## config.mk

```make
export PLATFORM = sky130hd
export DESIGN_NAME = dvd_decoder
export DESIGN_NICKNAME = d
export VERILOG_FILES = /design/src/logic/dvd_pkg.sv /design/src/logic/dvd_field_decode.sv /design/src/logic/dvd_decoder.sv
export SDC_FILE = /design/constraint.sdc
export NUM_CORES = 1
export LEC_CHECK = 0
export BUFFER_PORTS_ARGS = -buffer_cell sky130_fd_sc_hd__buf_2
export CAP_MARGIN = 10
export CORE_ASPECT_RATIO = 1.75
export CORE_MARGIN = 2
export CORE_UTILIZATION = 45
export DETAILED_ROUTE_END_ITERATION = 16
export GPL_ROUTABILITY_DRIVEN = 0
export PLACE_DENSITY = 0.81
export SYNTH_ARGS = -nofsm -noshare
export SYNTH_HDL_FRONTEND = slang
export SYNTH_SLANG_ARGS = --single-unit
```

## constraint.sdc

```tcl
create_clock -name ref_clk -period 2.25 [get_ports ref_clk]
set_clock_uncertainty 0.05 [all_clocks]
set_input_delay 0.45 -clock ref_clk [delete_from_list [all_inputs] [get_ports ref_clk]]
set_output_delay 0.45 -clock ref_clk [all_outputs]
set_load 0.05 [all_outputs]
```

## src/logic/dvd_pkg.sv

```systemverilog
// package: field positions, encodings and operation codes of the maintenance message decoder
package dvd_pkg;

    // ************************************************************
    // message field positions
    // ************************************************************
    localparam int ADDR_W        = 44;
    localparam int POS_COMPLETE  = 15;
    localparam int POS_TYPE_HI   = 14;
    localparam int POS_TYPE_LO   = 12;
    localparam int POS_HYP_HI    = 11;
    localparam int POS_HYP_LO    = 10;
    localparam int POS_SEC_HI    = 9;
    localparam int POS_SEC_LO    = 8;
    localparam int POS_RSV7      = 7;
    localparam int POS_VMID      = 6;
    localparam int POS_ASID      = 5;
    localparam int POS_LEAF      = 4;
    localparam int POS_STAGE_HI  = 3;
    localparam int POS_STAGE_LO  = 2;
    localparam int POS_RSV1      = 1;
    localparam int POS_MORE      = 0;
    localparam int POS_UPPER_LO  = 32;
    localparam int POS_VMID_HI   = 31;
    localparam int POS_VMID_LO   = 24;
    localparam int POS_ASID_HI   = 23;
    localparam int POS_ASID_LO   = 16;

    // ************************************************************
    // field encodings
    // ************************************************************
    localparam logic [2:0] TYPE_TLB   = 3'h0;
    localparam logic [2:0] TYPE_BP    = 3'h1;
    localparam logic [1:0] HYP_ALL    = 2'h0;
    localparam logic [1:0] HYP_MON    = 2'h1;
    localparam logic [1:0] HYP_GUEST  = 2'h2;
    localparam logic [1:0] HYP_HYP    = 2'h3;
    localparam logic [1:0] SEC_BOTH   = 2'h0;
    localparam logic [1:0] SEC_SECURE = 2'h2;
    localparam logic [1:0] SEC_NONSEC = 2'h3;
    localparam logic [1:0] STG_LEGACY = 2'h0;
    localparam logic [1:0] STG_S1     = 2'h1;
    localparam logic [1:0] STG_S2     = 2'h2;
    localparam logic [3:0] SNOOP_DVM  = 4'hf;

    // reset values
    localparam logic [ADDR_W-1:0] ADDR_RST = '0;
    localparam logic [7:0]        BYTE_RST = 8'h00;

    // ************************************************************
    // decoded operations
    // ************************************************************
    typedef enum logic [4:0] {
        OP_NONE,
        OP_SEC_ALL, OP_SEC_VA, OP_SEC_ASID, OP_SEC_ASID_VA,
        OP_NS_ALL_OS, OP_GUEST_ALL_S1, OP_GUEST_ALL_S12, OP_GUEST_VA,
        OP_GUEST_ASID, OP_GUEST_ASID_VA, OP_GUEST_IPA,
        OP_HYP_ALL, OP_HYP_VA, OP_MON_ALL, OP_MON_VA,
        OP_BP_ALL, OP_BP_VA, OP_UNSUPPORTED
    } dvd_op_type;

    // incoming message beat
    typedef struct packed {
        logic [3:0]        snoop;
        logic [ADDR_W-1:0] addr;
    } dvd_msg_type;

    // decoded invalidate command
    typedef struct packed {
        dvd_op_type        op;
        logic              leaf_only;
        logic              stage1;
        logic              stage2;
        logic [7:0]        vmid;
        logic [7:0]        asid;
        logic [ADDR_W-1:0] addr;
    } dvd_cmd_type;

endpackage

```

## src/logic/dvd_field_decode.sv

```systemverilog
// module: combinational mapping of one first beat onto an invalidate operation
module dvd_field_decode
    import dvd_pkg::*;
(
    // message beat
    input  wire logic [ADDR_W-1:0] addr,
    // decoded result
    output dvd_op_type             op,
    output logic                   leaf_only,
    output logic                   stage1,
    output logic                   stage2
);

    logic [2:0] mtype;
    logic [1:0] hyp;
    logic [1:0] sec;
    logic [1:0] stg;
    logic       vm;
    logic       as;
    logic       lf;
    logic       va;
    logic       tlb_fix_ok;
    logic       bp_fix_ok;

    // field extraction
    assign mtype = addr[POS_TYPE_HI:POS_TYPE_LO];
    assign hyp   = addr[POS_HYP_HI:POS_HYP_LO];
    assign sec   = addr[POS_SEC_HI:POS_SEC_LO];
    assign stg   = addr[POS_STAGE_HI:POS_STAGE_LO];
    assign vm    = addr[POS_VMID];
    assign as    = addr[POS_ASID];
    assign lf    = addr[POS_LEAF];
    assign va    = addr[POS_MORE];

    // fixed fields; a careless issuer is caught here, not trusted
    assign tlb_fix_ok = !addr[POS_COMPLETE] && !addr[POS_RSV7] && !addr[POS_RSV1]
                        && (addr[ADDR_W-1:POS_UPPER_LO] == '0);
    assign bp_fix_ok  = tlb_fix_ok && (hyp == HYP_ALL) && (sec == SEC_BOTH)
                        && (addr[POS_LEAF:POS_RSV1] == 4'h0) && !vm && !as;

    // operation table; anything unlisted falls to unsupported
    always_comb
    begin
        op        = OP_UNSUPPORTED;
        leaf_only = 1'b0;
        stage1    = 1'b1;
        stage2    = 1'b1;
        if (mtype == TYPE_TLB && tlb_fix_ok)
        begin
            if (hyp == HYP_GUEST && sec == SEC_SECURE && !vm && stg == STG_LEGACY)
            begin
                if (!as && !lf && !va)
                    op = OP_SEC_ALL;
                else if (!as && va)
                    op = OP_SEC_VA;
                else if (as && !lf && !va)
                    op = OP_SEC_ASID;
                else if (as && va)
                    op = OP_SEC_ASID_VA;
            end
            else if (hyp == HYP_GUEST && sec == SEC_NONSEC)
            begin
                if (!vm && !as && !lf && !va && stg == STG_LEGACY)
                    op = OP_NS_ALL_OS;
                else if (vm && !as && !lf && !va && stg == STG_S1)
                begin
                    op     = OP_GUEST_ALL_S1;
                    stage2 = 1'b0;
                end
                else if (vm && !as && !lf && !va && stg == STG_LEGACY)
                    op = OP_GUEST_ALL_S12;
                else if (vm && stg == STG_LEGACY && (va || (as && !lf)))
                    op = as ? (va ? OP_GUEST_ASID_VA : OP_GUEST_ASID) : OP_GUEST_VA;
                else if (vm && !as && va && stg == STG_S2)
                begin
                    op     = OP_GUEST_IPA;
                    stage1 = 1'b0;
                end
            end
            else if (hyp == HYP_HYP && sec == SEC_NONSEC && !vm && !as
                     && stg == STG_LEGACY && (va || !lf))
                op = va ? OP_HYP_VA : OP_HYP_ALL;
            else if (hyp == HYP_MON && sec == SEC_SECURE && !vm && !as
                     && stg == STG_LEGACY && (va || !lf))
                op = va ? OP_MON_VA : OP_MON_ALL;
            if (op != OP_UNSUPPORTED)
                leaf_only = lf;
        end
        else if (mtype == TYPE_BP && bp_fix_ok)
            op = va ? OP_BP_VA : OP_BP_ALL;
    end

endmodule

```

## src/logic/dvd_decoder.sv

```systemverilog
// module: maintenance message decoder for translation and branch predictor invalidates
// Operation
// type code zero marks a translation invalidate message
// issuer keeps completion, reserved and upper address bits zero
// guest secure with all indicators clear invalidates all secure entries
// secure with address indicator invalidates by address, leaf-only if leaf set
// secure with ASID indicator invalidates by ASID, or ASID and address
// guest non-secure, indicators clear, invalidates all guest entries
// VMID with stage one code invalidates that machine's first stage only
// VMID invalidate-all with legacy stage code clears both stages
// VMID legacy stage invalidates by address, ASID, or both
// VMID with stage two code invalidates by intermediate address
// hypervisor non-secure invalidates all or by address
// monitor level secure invalidates all or by address
// legacy stage code zero carries no stage distinction
// predictor messages keep completion, scope and reserved bits zero
// predictor messages keep VMID and ASID indicators zero
// predictor invalidate with wide ASIDs is not honoured
// type code one invalidates whole predictor or by address
// address bit zero set means a second beat follows
// maintenance messages carry snoop type all ones
// unlisted combinations are flagged unsupported and cause no action
module dvd_decoder
    import dvd_pkg::*;
(
    // clock and reset
    input  wire logic        ref_clk,
    input  wire logic        reset_n,
    // message channel from the issuer
    input  wire logic        msg_valid,
    input  dvd_msg_type      msg,
    output logic             msg_ready,
    // decoded invalidate command
    output logic             cmd_valid,
    output dvd_cmd_type      cmd,
    output logic             cmd_unsupported
);

    // ************************************************************
    // state
    // ************************************************************
    // ST_SECOND holds a decoded first beat while its address beat is owed;
    // only a reset abandons a message left half sent
    typedef enum logic [0:0] {ST_FIRST, ST_SECOND} dvd_state_type;

    dvd_state_type  state_r,  state_nxt;
    dvd_cmd_type    held_r,   held_nxt;
    dvd_cmd_type    cmd_r,    cmd_nxt;
    logic           cvalid_r, cvalid_nxt;
    logic           unsup_r,  unsup_nxt;

    dvd_op_type     dec_op;
    logic           dec_leaf;
    logic           dec_s1;
    logic           dec_s2;
    logic           is_dvm;
    logic           take;

    // the decoder is never stalled; one beat per cycle is accepted
    assign msg_ready       = 1'b1;
    assign take            = msg_valid && msg_ready;
    assign is_dvm          = (msg.snoop == SNOOP_DVM);
    assign cmd_valid       = cvalid_r;
    assign cmd             = cmd_r;
    assign cmd_unsupported = unsup_r;

    dvd_field_decode u_dec
    (
        .addr      (msg.addr),
        .op        (dec_op),
        .leaf_only (dec_leaf),
        .stage1    (dec_s1),
        .stage2    (dec_s2)
    );

    // ************************************************************
    // beat sequencing and command build
    // ************************************************************
    always_comb
    begin
        state_nxt  = state_r;
        held_nxt   = held_r;
        cmd_nxt    = cmd_r;
        cvalid_nxt = 1'b0;
        unsup_nxt  = 1'b0;
        if (take && state_r == ST_FIRST && is_dvm)
        begin
            held_nxt.op        = dec_op;
            held_nxt.leaf_only = dec_leaf;
            held_nxt.stage1    = dec_s1;
            held_nxt.stage2    = dec_s2;
            held_nxt.vmid      = msg.addr[POS_VMID] ? msg.addr[POS_VMID_HI:POS_VMID_LO]
                                                    : BYTE_RST;
            held_nxt.asid      = msg.addr[POS_ASID] ? msg.addr[POS_ASID_HI:POS_ASID_LO]
                                                    : BYTE_RST;
            held_nxt.addr      = ADDR_RST;
            if (msg.addr[POS_MORE])
                state_nxt = ST_SECOND;
            else if (dec_op == OP_UNSUPPORTED)
                unsup_nxt = 1'b1;
            else
            begin
                cmd_nxt    = held_nxt;
                cvalid_nxt = 1'b1;
            end
        end
        else if (take && state_r == ST_SECOND)
        begin
            // second beat carries the address; low nibble is not address
            state_nxt = ST_FIRST;
            if (held_r.op == OP_UNSUPPORTED)
                unsup_nxt = 1'b1;
            else
            begin
                // a refused message must not disturb the last command
                cmd_nxt      = held_r;
                cmd_nxt.addr = {msg.addr[ADDR_W-1:4], 4'h0};
                cvalid_nxt   = 1'b1;
            end
        end
    end

    // registers only
    always_ff @(posedge ref_clk)
    begin
        if (!reset_n)
        begin
            state_r  <= ST_FIRST;
            held_r   <= '{op: OP_NONE, default: '0};
            cmd_r    <= '{op: OP_NONE, default: '0};
            cvalid_r <= 1'b0;
            unsup_r  <= 1'b0;
        end
        else
        begin
            state_r  <= state_nxt;
            held_r   <= held_nxt;
            cmd_r    <= cmd_nxt;
            cvalid_r <= cvalid_nxt;
            unsup_r  <= unsup_nxt;
        end
    end

    // ************************************************************
    // assertions
    // ************************************************************
    a_unsup_no_action: assert property (@(posedge ref_clk) disable iff (!reset_n)
        unsup_r |-> !cvalid_r)
        else $error("unsupported message produced a command");

    a_single_beat_cmd: assert property (@(posedge ref_clk) disable iff (!reset_n)
        (take && state_r == ST_FIRST && is_dvm && !msg.addr[POS_MORE]
         && msg.addr[POS_TYPE_HI:POS_TYPE_LO] == TYPE_TLB
         && msg.addr[POS_COMPLETE]) |=> !cvalid_r)
        else $error("completion bit set yet command issued");

    a_second_beat: assert property (@(posedge ref_clk) disable iff (!reset_n)
        (take && state_r == ST_FIRST && is_dvm && msg.addr[POS_MORE])
        |=> state_r == ST_SECOND && !cvalid_r && !unsup_r)
        else $error("two-beat message not held for second beat");

    a_snoop_filter: assert property (@(posedge ref_clk) disable iff (!reset_n)
        (state_r == ST_FIRST && !is_dvm) |=> !cvalid_r && !unsup_r)
        else $error("non-maintenance beat decoded");

    a_stage_one_only: assert property (@(posedge ref_clk) disable iff (!reset_n)
        (cvalid_r && cmd_r.op == OP_GUEST_ALL_S1) |-> cmd_r.stage1 && !cmd_r.stage2)
        else $error("stage one invalidate touches stage two");

    a_legacy_both: assert property (@(posedge ref_clk) disable iff (!reset_n)
        (cvalid_r && cmd_r.op == OP_GUEST_ALL_S12) |-> cmd_r.stage1 && cmd_r.stage2)
        else $error("legacy invalidate-all by machine misses a stage");

    a_ipa_stage_two: assert property (@(posedge ref_clk) disable iff (!reset_n)
        (cvalid_r && cmd_r.op == OP_GUEST_IPA) |-> !cmd_r.stage1 && cmd_r.stage2)
        else $error("intermediate address invalidate has wrong stage");

    a_bp_no_ids: assert property (@(posedge ref_clk) disable iff (!reset_n)
        (cvalid_r && (cmd_r.op == OP_BP_ALL || cmd_r.op == OP_BP_VA))
        |-> cmd_r.vmid == BYTE_RST && cmd_r.asid == BYTE_RST && !cmd_r.leaf_only)
        else $error("predictor command carries identifiers");

    a_sec_all_legal: assert property (@(posedge ref_clk) disable iff (!reset_n)
        (take && state_r == ST_FIRST && is_dvm && msg.addr[15:0] == 16'h0a00
         && msg.addr[ADDR_W-1:POS_UPPER_LO] == '0)
        |=> cvalid_r && cmd_r.op == OP_SEC_ALL)
        else $error("secure invalidate-all not decoded");

    a_type_gate: assert property (@(posedge ref_clk) disable iff (!reset_n)
        (take && state_r == ST_FIRST && is_dvm && !msg.addr[POS_MORE]
         && msg.addr[POS_TYPE_HI:POS_TYPE_LO] != TYPE_TLB
         && msg.addr[POS_TYPE_HI:POS_TYPE_LO] != TYPE_BP) |=> unsup_r)
        else $error("foreign message type not refused");

    a_bp_all_decode: assert property (@(posedge ref_clk) disable iff (!reset_n)
        (take && state_r == ST_FIRST && is_dvm && msg.addr[15:0] == 16'h1000
         && msg.addr[ADDR_W-1:POS_UPPER_LO] == '0)
        |=> cvalid_r && cmd_r.op == OP_BP_ALL)
        else $error("predictor invalidate-all not decoded");

    a_refused_holds: assert property (@(posedge ref_clk) disable iff (!reset_n)
        unsup_r |-> $stable(cmd_r))
        else $error("refused message altered the held command");

    a_addr_aligned: assert property (@(posedge ref_clk) disable iff (!reset_n)
        (take && state_r == ST_SECOND && held_r.op != OP_UNSUPPORTED)
        |=> cvalid_r && cmd_r.addr[3:0] == 4'h0)
        else $error("address beat not turned into an aligned command");

    a_leaf_needs_va: assert property (@(posedge ref_clk) disable iff (!reset_n)
        (cvalid_r && cmd_r.leaf_only)
        |-> cmd_r.op inside {OP_SEC_VA, OP_SEC_ASID_VA, OP_GUEST_VA, OP_GUEST_ASID_VA,
                             OP_GUEST_IPA, OP_HYP_VA, OP_MON_VA})
        else $error("leaf-only restriction on a command without an address");

    a_single_answer: assert property (@(posedge ref_clk) disable iff (!reset_n)
        (take && state_r == ST_FIRST && is_dvm && !msg.addr[POS_MORE])
        |=> cvalid_r || unsup_r)
        else $error("single-beat message left without an answer");

endmodule

```

==> results.cfg, run 1 <==
[run_status]
status = finished, final reports clean

[global_routing]
antenna_found_initial = 0
grt_pass1_vias = 3457
grt_use_total_pct = 22.3
grt_pass1_wl_um = 16100
gr-total-overflow = 0
grt_max_degree = 41

[yosys]
syn_inst = 395
synth.yosys.seq_area_share_pct = 48.9
async_flop_share_pct = 0
syn_avg_cell_area_um2 = 9.44
synth-seq-cells = 91
synth_enable_flop_cells = 0
syn_area_mm2 = 0.00373
synth_flop_cell = dfxtp_1
ys_types = 55
yosysWarnings = 0

[worst_setup_path]
crit_type = in2reg
crit_path_start_kind = primary input
crit_start = msg[13]
end_kind = register
r2r_end = cmd[60]
worstPathArrival_ns = 2.34
endpoint = cmd[60]
r2r-start = state_r
ff2ff_setup_slack_ns = 0.16
cp_max_fo = 5
cp.required_ns = 2.43
reg2reg_depth = 5

[power_and_ir_drop]
power.leakage_nw = 2.20
powerDensity_mw_per_mm2 = 685
total_power_mw = 3.43
ir_drop_mv = 0.418

[clock_network]
cts.clk_slew.worst_paths_ns = 0.06
cts_resized = 0
clock-sinks = 91
cts_setup_buffers = 0
cts_made_buffers = 9
cts_root_buf = clkbuf_16
clock_path_buffers = 2
h-tree-depth = 3
cts-hold-fix-buffers = 0
clk_latency_ns = 0.35
cts_tree = built

[finish]
synthToLayoutAreaGrowth_pct = 34.5
post-route-util_pct = 61.6
register_area_mm2 = 0.00182
multiInputGateArea_mm2 = 0.00174
fillerInstances = 703
num-nets-final = 587
fin_area_mm2 = 0.00502
fin_cells = 633
antennaDiodeCount = 0
drive_above_1_share_pct = 38.1

[floorplanning]
io_pins = 122
die_h_um = 124
die_x_um = 72.8
dieArea_mm2 = 0.00906
start_util_pct = 45.8
rows = 44
placeableCoreArea_mm2 = 0.00815

[detailed_routing]
drtAntennaViolNets = 0
routed_wl_um = 9930
wire_per_inst_um = 15.7
via_per_inst = 5.60
drc = 0
vias = 3547
drt-pass1-iter-count = 5
drtIter0Drc = 209

[sta]
finalCritPeriodShare_pct = 95.7
drv_slew = 0
final.setup.worst_slack_ns = 0.0975
hold-worst-slack_ns = 0.284
fmaxAchievable_mhz = 465
setup_viol = 0
final_hold_viol_count = 0
tns_ns = 0
period_minus_slack_ns = 2.15

[place]
detailedPlace.worstSlack_ns = -0.356
place_hpwl_um = 7410
dpl-instance-area_mm2 = 0.00468
io_buffers = 116
dp_cells = 617

[worst_hold_path]
hold_class = in2reg

[run]
drv_cap = 0
-- worst max-delay path, cell delays in order --
cell and delay (ns):
buf_2 0.12, nor4_2 0.38, nand4_1 0.23, buf_4 0.19
or4_4 0.46, nor2_2 0.12, a31oi_1 0.12, mux2_2 0.27
-- state kept, by name, indices dropped and copies added, names as in the netlist --
register / flops
cmd: 64
held_r: 24
cmd_unsupported: 1
cmd_valid: 1
state_r: 1
-- Yosys cell counts (all sizes together) (2+ instances only) --
cell / n / area share, %
mux2: 6 / 1.8
o21ai: 23 / 3.1
dfxtp: 91 / 49
nand4: 4 / 0.67
nor4: 8 / 1.5
a22o: 40 / 9.4
a21oi: 27 / 4.0
or3: 3 / 0.50
buf: 20 / 3.4
o211ai: 19 / 3.8
conb: 2 / 0.20
o41ai: 2 / 0.67
o32ai: 2 / 0.87
nand2: 49 / 4.9
nor2: 13 / 1.4
o22ai: 3 / 0.50
and2: 7 / 1.2
inv: 4 / 0.40
nand3: 18 / 2.4
nand2b: 3 / 0.50
nor4b: 3 / 1.3
a31oi: 3 / 0.50
nor4bb: 2 / 0.54
nand3b: 2 / 0.40
o31ai: 2 / 0.91
nor2b: 3 / 0.50
clkbuf: 20 / 2.0
-- metal layers --
layer	up-vias	part of all wire [%]	GRT usage (%)
met4	0	3.2	11.2
met2	133	52	37.6
met5	-	0	0
met1	1664	40	25.3
li1	1723	-	-
met3	27	4.8	5.50
-- cells by family after synthesis --
kind of cell | share of synthesized area [%]
AOI/OAI and AO/OA | 26.0
xor gates and xnor gates | 0.235
buffers and inverters | 5.84
DFF | 48.9
muxes | 1.81
other | 0.201
and+or+nand+nor | 17.0
-- cells in the final DEF (no fill, tap or decap), types with 2 or more instances in the layout --
cell type,count
a21oi_1,25
a22o_1,40
a31oi_1,3
and2_1,7
buf_12,4
buf_2,116
buf_4,47
clkbuf_16,9
conb_1,5
dfxtp_1,91
inv_1,3
inv_6,3
mux2_1,3
mux2_2,3
nand2_1,48
nand2b_1,3
nand3_1,18
nand3b_1,2
nand4_1,4
nor2_1,11
nor2_2,2
nor2b_1,3
nor4_1,5
nor4_2,3
nor4b_4,2
o211ai_1,19
o21ai_0,15
o21ai_1,8
o22ai_1,3
o32ai_2,2
or3_1,3
-- report_power, final --
part | switching (mW) | internal, mW | leakage [nW]
Combinational | 0.167 | 0.113 | 1.31
Sequential | 0.00270 | 1.62 | 0.733
Clock | 0.655 | 0.880 | 0.153
Total | 0.825 | 2.61 | 2.20
-- final cells by class --
type / count / share of cell area [%]
clock buffer: 9 / 4.49
sequential: 91 / 36.3
clock inverter: 7 / 1.62
multi-input combinational: 263 / 34.8
timing repair buffer: 167 / 20.2
inverter: 4 / 0.299
tap: 92 / 2.29
-- worst min-delay path by stage --
stage | start | endpoint | slack, ns | depth (start not counted)
6_report | msg[31] | cmd[31] | 0.28 | 2
5_1_grt | msg[19] | cmd[19] | 0.28 | 2
4_1_cts | msg[31] | cmd[31] | 0.27 | 2
3_5_place_dp | cmd[49] | cmd[49] | 0.39 | 2
3_3_place_gp | cmd[44] | cmd[44] | 0.39 | 2
2_1_floorplan | held_r[44] | held_r[44] | 0.39 | 2
Note: power is estimated with default switching activity, not from simulation.
==> run 2: changes to the inputs <==
ABC_AREA = 1   (was not set)
CORE_UTILIZATION = 46   (was 45)
PLACE_DENSITY = 0.82   (was 0.81)
REMOVE_ABC_BUFFERS = 1   (was not set)
==> results.cfg, run 2 <==
[clock_network]
h-tree-depth = 3
cts-hold-fix-buffers = 0
cts_setup_buffers = 0
clk_latency_ns = 0.34
cts.clk_slew.worst_paths_ns = 0.06
clock-sinks = 91
cts_resized = 0
cts_root_buf = clkbuf_16
cts_made_buffers = 9
cts_tree = built
clock_path_buffers = 2

[power_and_ir_drop]
power.leakage_nw = 2.19
total_power_mw = 3.42
seqPwrFrac_pct = 47.7
pwr-share-comb_pct = 8.6
cellInternalPower_mw = 2.61
clockPowerShare_pct = 43.6
p_sw_share_pct = 23.7
ir_drop_mv = 0.499
powerDensity_mw_per_mm2 = 679
switchingPower_mw = 0.811

[yosys]
async_flop_share_pct = 0
synth_top_area_share_pct = 45.7
synth.yosys.seq_area_share_pct = 45.7
synth_enable_flop_cells = 0
synthTopCellsByCount = nand2_1 (146), dfxtp_1 (91), nand3_1 (81)
synth_flop_cell = dfxtp_1
yosysWarnings = 0
yosysMostFrequentCell = nand2_1
syn_inst = 576
synth.top_cells.by_area = dfxtp_1 (46%), nand2_1 (14%), nand3_1 (10%)
ys_types = 29
syn_avg_cell_area_um2 = 6.93
synth-seq-cells = 91
syn_area_mm2 = 0.00399
yosysTopAreaCell = dfxtp_1

[worst_hold_path]
hp-start = msg[37]
hold_class = in2reg

[sta]
final.setup.worst_slack_ns = 0.239
worst_slew_pin_slew_ns = 0.527
fmaxAchievable_mhz = 497
slew_headroom_pct = 64.8
period_minus_slack_ns = 2.01
tns_ns = 0
hold-worst-slack_ns = 0.341
setup_viol = 0
drv_slew = 0
finalCritPeriodShare_pct = 89.4
rsz0062_at_grt = false
final_hold_viol_count = 0

[finish]
num-nets-final = 733
layout_commonest_cell = nand2_1
fin_area_mm2 = 0.00504
register_area_mm2 = 0.00182
final_cell_mix = nand2_1 (146), buf_2 (116), dfxtp_1 (91)
synthToLayoutAreaGrowth_pct = 26.3
post-route-util_pct = 58.8
drive_above_1_share_pct = 23.9
multiInputGateArea_mm2 = 0.00182
largest_reg_flops = 64
fillerInstances = 790
fin_cells = 804

[detailed_routing]
drt-pass1-iter-count = 5
routed_wl_um = 10700
drc = 0
wire_per_inst_um = 13.3
drtAntennaViolNets = 0
via_per_inst = 5.13
vias = 4121
drtIter0Drc = 306

[global_routing]
gr-total-overflow = 0
grt_pass1_vias = 3727
grt_pass1_wl_um = 16900
grt_max_degree = 55
antenna_found_initial = 1
grt_use_total_pct = 23.0

[worst_setup_path]
crit_type = in2reg
worstPathArrival_ns = 2.22
end_kind = register
cp.required_ns = 2.46
crit_path_start_kind = primary input
crit_start = msg[5]
r2r-start = state_r
cp_max_fo = 44

[place]
io_buffers = 116
dpl-instance-area_mm2 = 0.00474
detailedPlace.worstSlack_ns = -0.0233
place_hpwl_um = 7500
dp_cells = 788

[run_status]
status = finished, final reports clean

[floorplanning]
io_pins = 122
dieArea_mm2 = 0.00946
start_util_pct = 46.6
rows = 45
die_x_um = 74.4
die_h_um = 127
placeableCoreArea_mm2 = 0.00856

[run]
drv_cap = 0
run 2: cell types whose count changed after synthesis, sizes merged, moves of 18 or more:
cell,delta
nand3,+64
nor2,+51
inv,+37
nand2,+100
a21oi,+48
o211ai,-18
a22o,-40
run 2: cell type report:
| class | instances | area share (%) |
|---|---|---|
| repair buffers | 134 | 15.7 |
| clock buffers | 12 | 4.89 |
| diodes | 1 | 0.0497 |
| flip-flops and latches | 91 | 36.2 |
| well taps | 117 | 2.91 |
| clock inverters | 3 | 0.944 |
| multi-input cells | 403 | 36.1 |
| inverters | 43 | 3.20 |
run 2: final timing paths:
check	slack [ns]	to	cells past startpoint
worst max-delay path	0.24	cmd[33]	14
worst min-delay path	0.34	cmd[37]	3
worst max register to register	0.51	cmd[33]	9
worst min register to register	0.41	cmd[21]	2
run 2: per-layer routing:
metal	GRT usage [%]	wire length (um)	vias up
met5	0	0	-
met4	16.4	601	0
met3	4.18	481	41
met2	38.6	5690	135
met1	25.0	3960	1888
li1	-	-	2057
run 2: power groups by stage:
stage	registers, mW	clock network (mW)	logic, mW
after floorplan	1.71	0	0.119
final	1.63	1.49	0.296
after global routing	1.63	1.58	0.323
after detailed placement	1.67	0	0.293
after CTS	1.63	1.52	0.295
after global placement	1.67	0	0.289
run 2: critical path: stages:
cell	delay, ns
buf_2	0.16
buf_4	0.19
nand2_1	0.12
inv_1	0.05
o21ai_1	0.17
nand3_1	0.14
nand2_1	0.09
nand2_1	0.06
nor2_2	0.11
nand2_2	0.09
nand2_2	0.10
buf_12	0.23
nand2_1	0.09
a21oi_1	0.16
run 2: kinds of logic after synthesis:
group	after synthesis	share of synthesized area (%)
other cells	2	0.188
flops	91	45.7
compound gates	101	13.4
buf+inv	85	9.32
simple gates	297	31.4
==> run 3: changes to the inputs <==
CORE_UTILIZATION = 47   (was 46)
SYNTH_HIERARCHICAL = 1   (was not set)
==> results.cfg, run 3 <==
[yosys]
synth_flop_cell = dfxtp_1
yosysWarnings = 6
synth_enable_flop_cells = 0
async_flop_share_pct = 0
syn_avg_cell_area_um2 = 6.87
synthTopCellsByCount = nand2_1 (122), dfxtp_1 (91), nand3_1 (79)
synth_top_area_share_pct = 41.5
yosysTopAreaCell = dfxtp_1
synth-seq-cells = 91
ys_types = 29
syn_inst = 639
synth.yosys.seq_area_share_pct = 41.5
yosysMostFrequentCell = nand2_1
synth.top_cells.by_area = dfxtp_1 (42%), nand2_1 (10%), nand3_1 (9.0%)
syn_area_mm2 = 0.00439

[clock_network]
cts_tree = built
cts.clk_slew.worst_paths_ns = 0.06
cts_made_buffers = 9
clock_path_buffers = 2
h-tree-depth = 3
cts-hold-fix-buffers = 0
clk_latency_ns = 0.34
cts_root_buf = clkbuf_16
clock-sinks = 91

[floorplanning]
placeableCoreArea_mm2 = 0.00909
die_x_um = 77.1
rows = 46
start_util_pct = 48.3
io_pins = 122
die_h_um = 132
dieArea_mm2 = 0.0102

[global_routing]
antenna_found_initial = 0
grt_pass1_wl_um = 20000
gr-total-overflow = 0
grt_use_total_pct = 23.8
grt_max_degree = 82
grt_pass1_vias = 4406

[worst_setup_path]
worstPathArrival_ns = 2.24
cp_max_fo = 39
crit_path_start_kind = primary input
cp.required_ns = 2.42
crit_type = in2reg
end_kind = register

[place]
io_buffers = 116
dpl-instance-area_mm2 = 0.00509
place_hpwl_um = 8280

[worst_hold_path]
hold_class = in2reg

[run_status]
status = finished, final reports clean

[sta]
final_hold_viol_count = 0
setup_viol = 0
fmaxAchievable_mhz = 484
rsz0062_at_grt = false
tns_ns = 0
hold-worst-slack_ns = 0.354
period_minus_slack_ns = 2.06
drv_slew = 0
finalCritPeriodShare_pct = 91.8

[detailed_routing]
drtIter0Drc = 433
drc = 0
routed_wl_um = 12000
wire_per_inst_um = 14.0
drt-pass1-iter-count = 7
drtAntennaViolNets = 0
via_per_inst = 5.36
vias = 4626

[finish]
antennaDiodeCount = 0
layout_commonest_cell = nand2_1
fillerInstances = 875
final_cell_mix = nand2_1 (122), buf_2 (116), dfxtp_1 (91)
post-route-util_pct = 59.5
fin_area_mm2 = 0.00541
num-nets-final = 789
drive_above_1_share_pct = 24.0
largest_reg_flops = 64
synthToLayoutAreaGrowth_pct = 23.2

[power_and_ir_drop]
p_sw_share_pct = 23.2
pwr-share-comb_pct = 7.8
clockPowerShare_pct = 45.2
seqPwrFrac_pct = 47.0
cellInternalPower_mw = 2.66
total_power_mw = 3.46
powerDensity_mw_per_mm2 = 640
power.leakage_nw = 2.56
ir_drop_mv = 0.418
switchingPower_mw = 0.804

[run]
drv_cap = 0
-- run 3: cell count changes in the layout (fill, tap and decap cells not counted), moves of 2 or more --
cell	delta
nand4_1	+42
nand2_1	-24
nand2_2	+3
clkbuf_8	+2
clkinvlp_4	+2
a31oi_1	+2
nor2_1	+6
nor2_2	+4
clkinv_1	-2
buf_4	+3
inv_1	+23
-- run 3: cell families (layout without fill, tap and decap cells) --
kind of cell           count (synthesis)  after routing  share of synthesized area, %
AOI/OAI and AO/OA                     96             96                          11.1
and+or+nand+nor                      334            334                          35.8
DFF                                   91             91                          41.5
other                                  2              5                         0.171
buffers and inverters                116            217                          11.4
-- run 3: power groups by stage --
stage,clock [mW],combinational [mW],sequential (mW)
2_1_floorplan,0,0.109,1.69
3_3_place_gp,0,0.260,1.66
3_5_place_dp,0,0.265,1.66
4_1_cts,1.59,0.266,1.63
5_1_grt,1.66,0.292,1.63
6_report,1.57,0.269,1.63
-- run 3: stage by stage --
| step | setup WS (ns) | std cells |
|---|---|---|
| after global placement | -0.0493 | 847 |
| after CTS | 0.220 | 863 |
| after global routing | 0.0325 | 863 |
| after floorplan | -0.250 | 591 |
| after detailed placement | -0.104 | 847 |
| final | 0.185 | 863 |
-- run 3: critical path, stage by stage --
cell	delay [ns]
buf_2	0.13
nor2_4	0.12
nand3_1	0.12
nor2_2	0.24
nand3b_1	0.16
nand2_1	0.05
a21oi_1	0.16
nor2_1	0.07
nand3_1	0.15
nand3_4	0.12
buf_12	0.19
a21oi_1	0.18
nor2_1	0.07
-- run 3: worst paths after layout --
path | slack [ns] | cells after the start | start | end
hold reg to reg | 0.43 | 2 | cmd[16] | cmd[16]
setup / recovery | 0.19 | 13 | msg[2] | cmd[60]
hold / removal | 0.35 | 3 | msg[32] | cmd[32]
setup reg to reg | 0.72 | 6 | held_r[65] | cmd[36]
-- run 3: layout make-up --
type	count	area, um^2	share of cell area (%)
flip-flops and latches	91	1820	33.7
well taps	120	150	2.78
clock buffers	13	270	5.00
repair buffers	136	793	14.7
clock inverters	3	45.0	0.833
inverters	65	244	4.51
multi-input cells	435	2080	38.5
-- run 3: per-layer routing --
metal | GRT usage (%) | routed length, um | share of wire (%) | vias to the layer above
li1 | - | - | - | 2291
met1 | 25.7 | 4580 | 38 | 2131
met2 | 43.0 | 6450 | 54 | 170
met3 | 4.18 | 606 | 5.0 | 34
met4 | 13.6 | 413 | 3.4 | 0
met5 | 0 | 0 | 0 | -
-- run 3: timing repair --
action                                  in CTS  in global routing
gates resized for setup                      0                  1
endpoints found under the setup margin       0                  1
buffers inserted                             0                  0
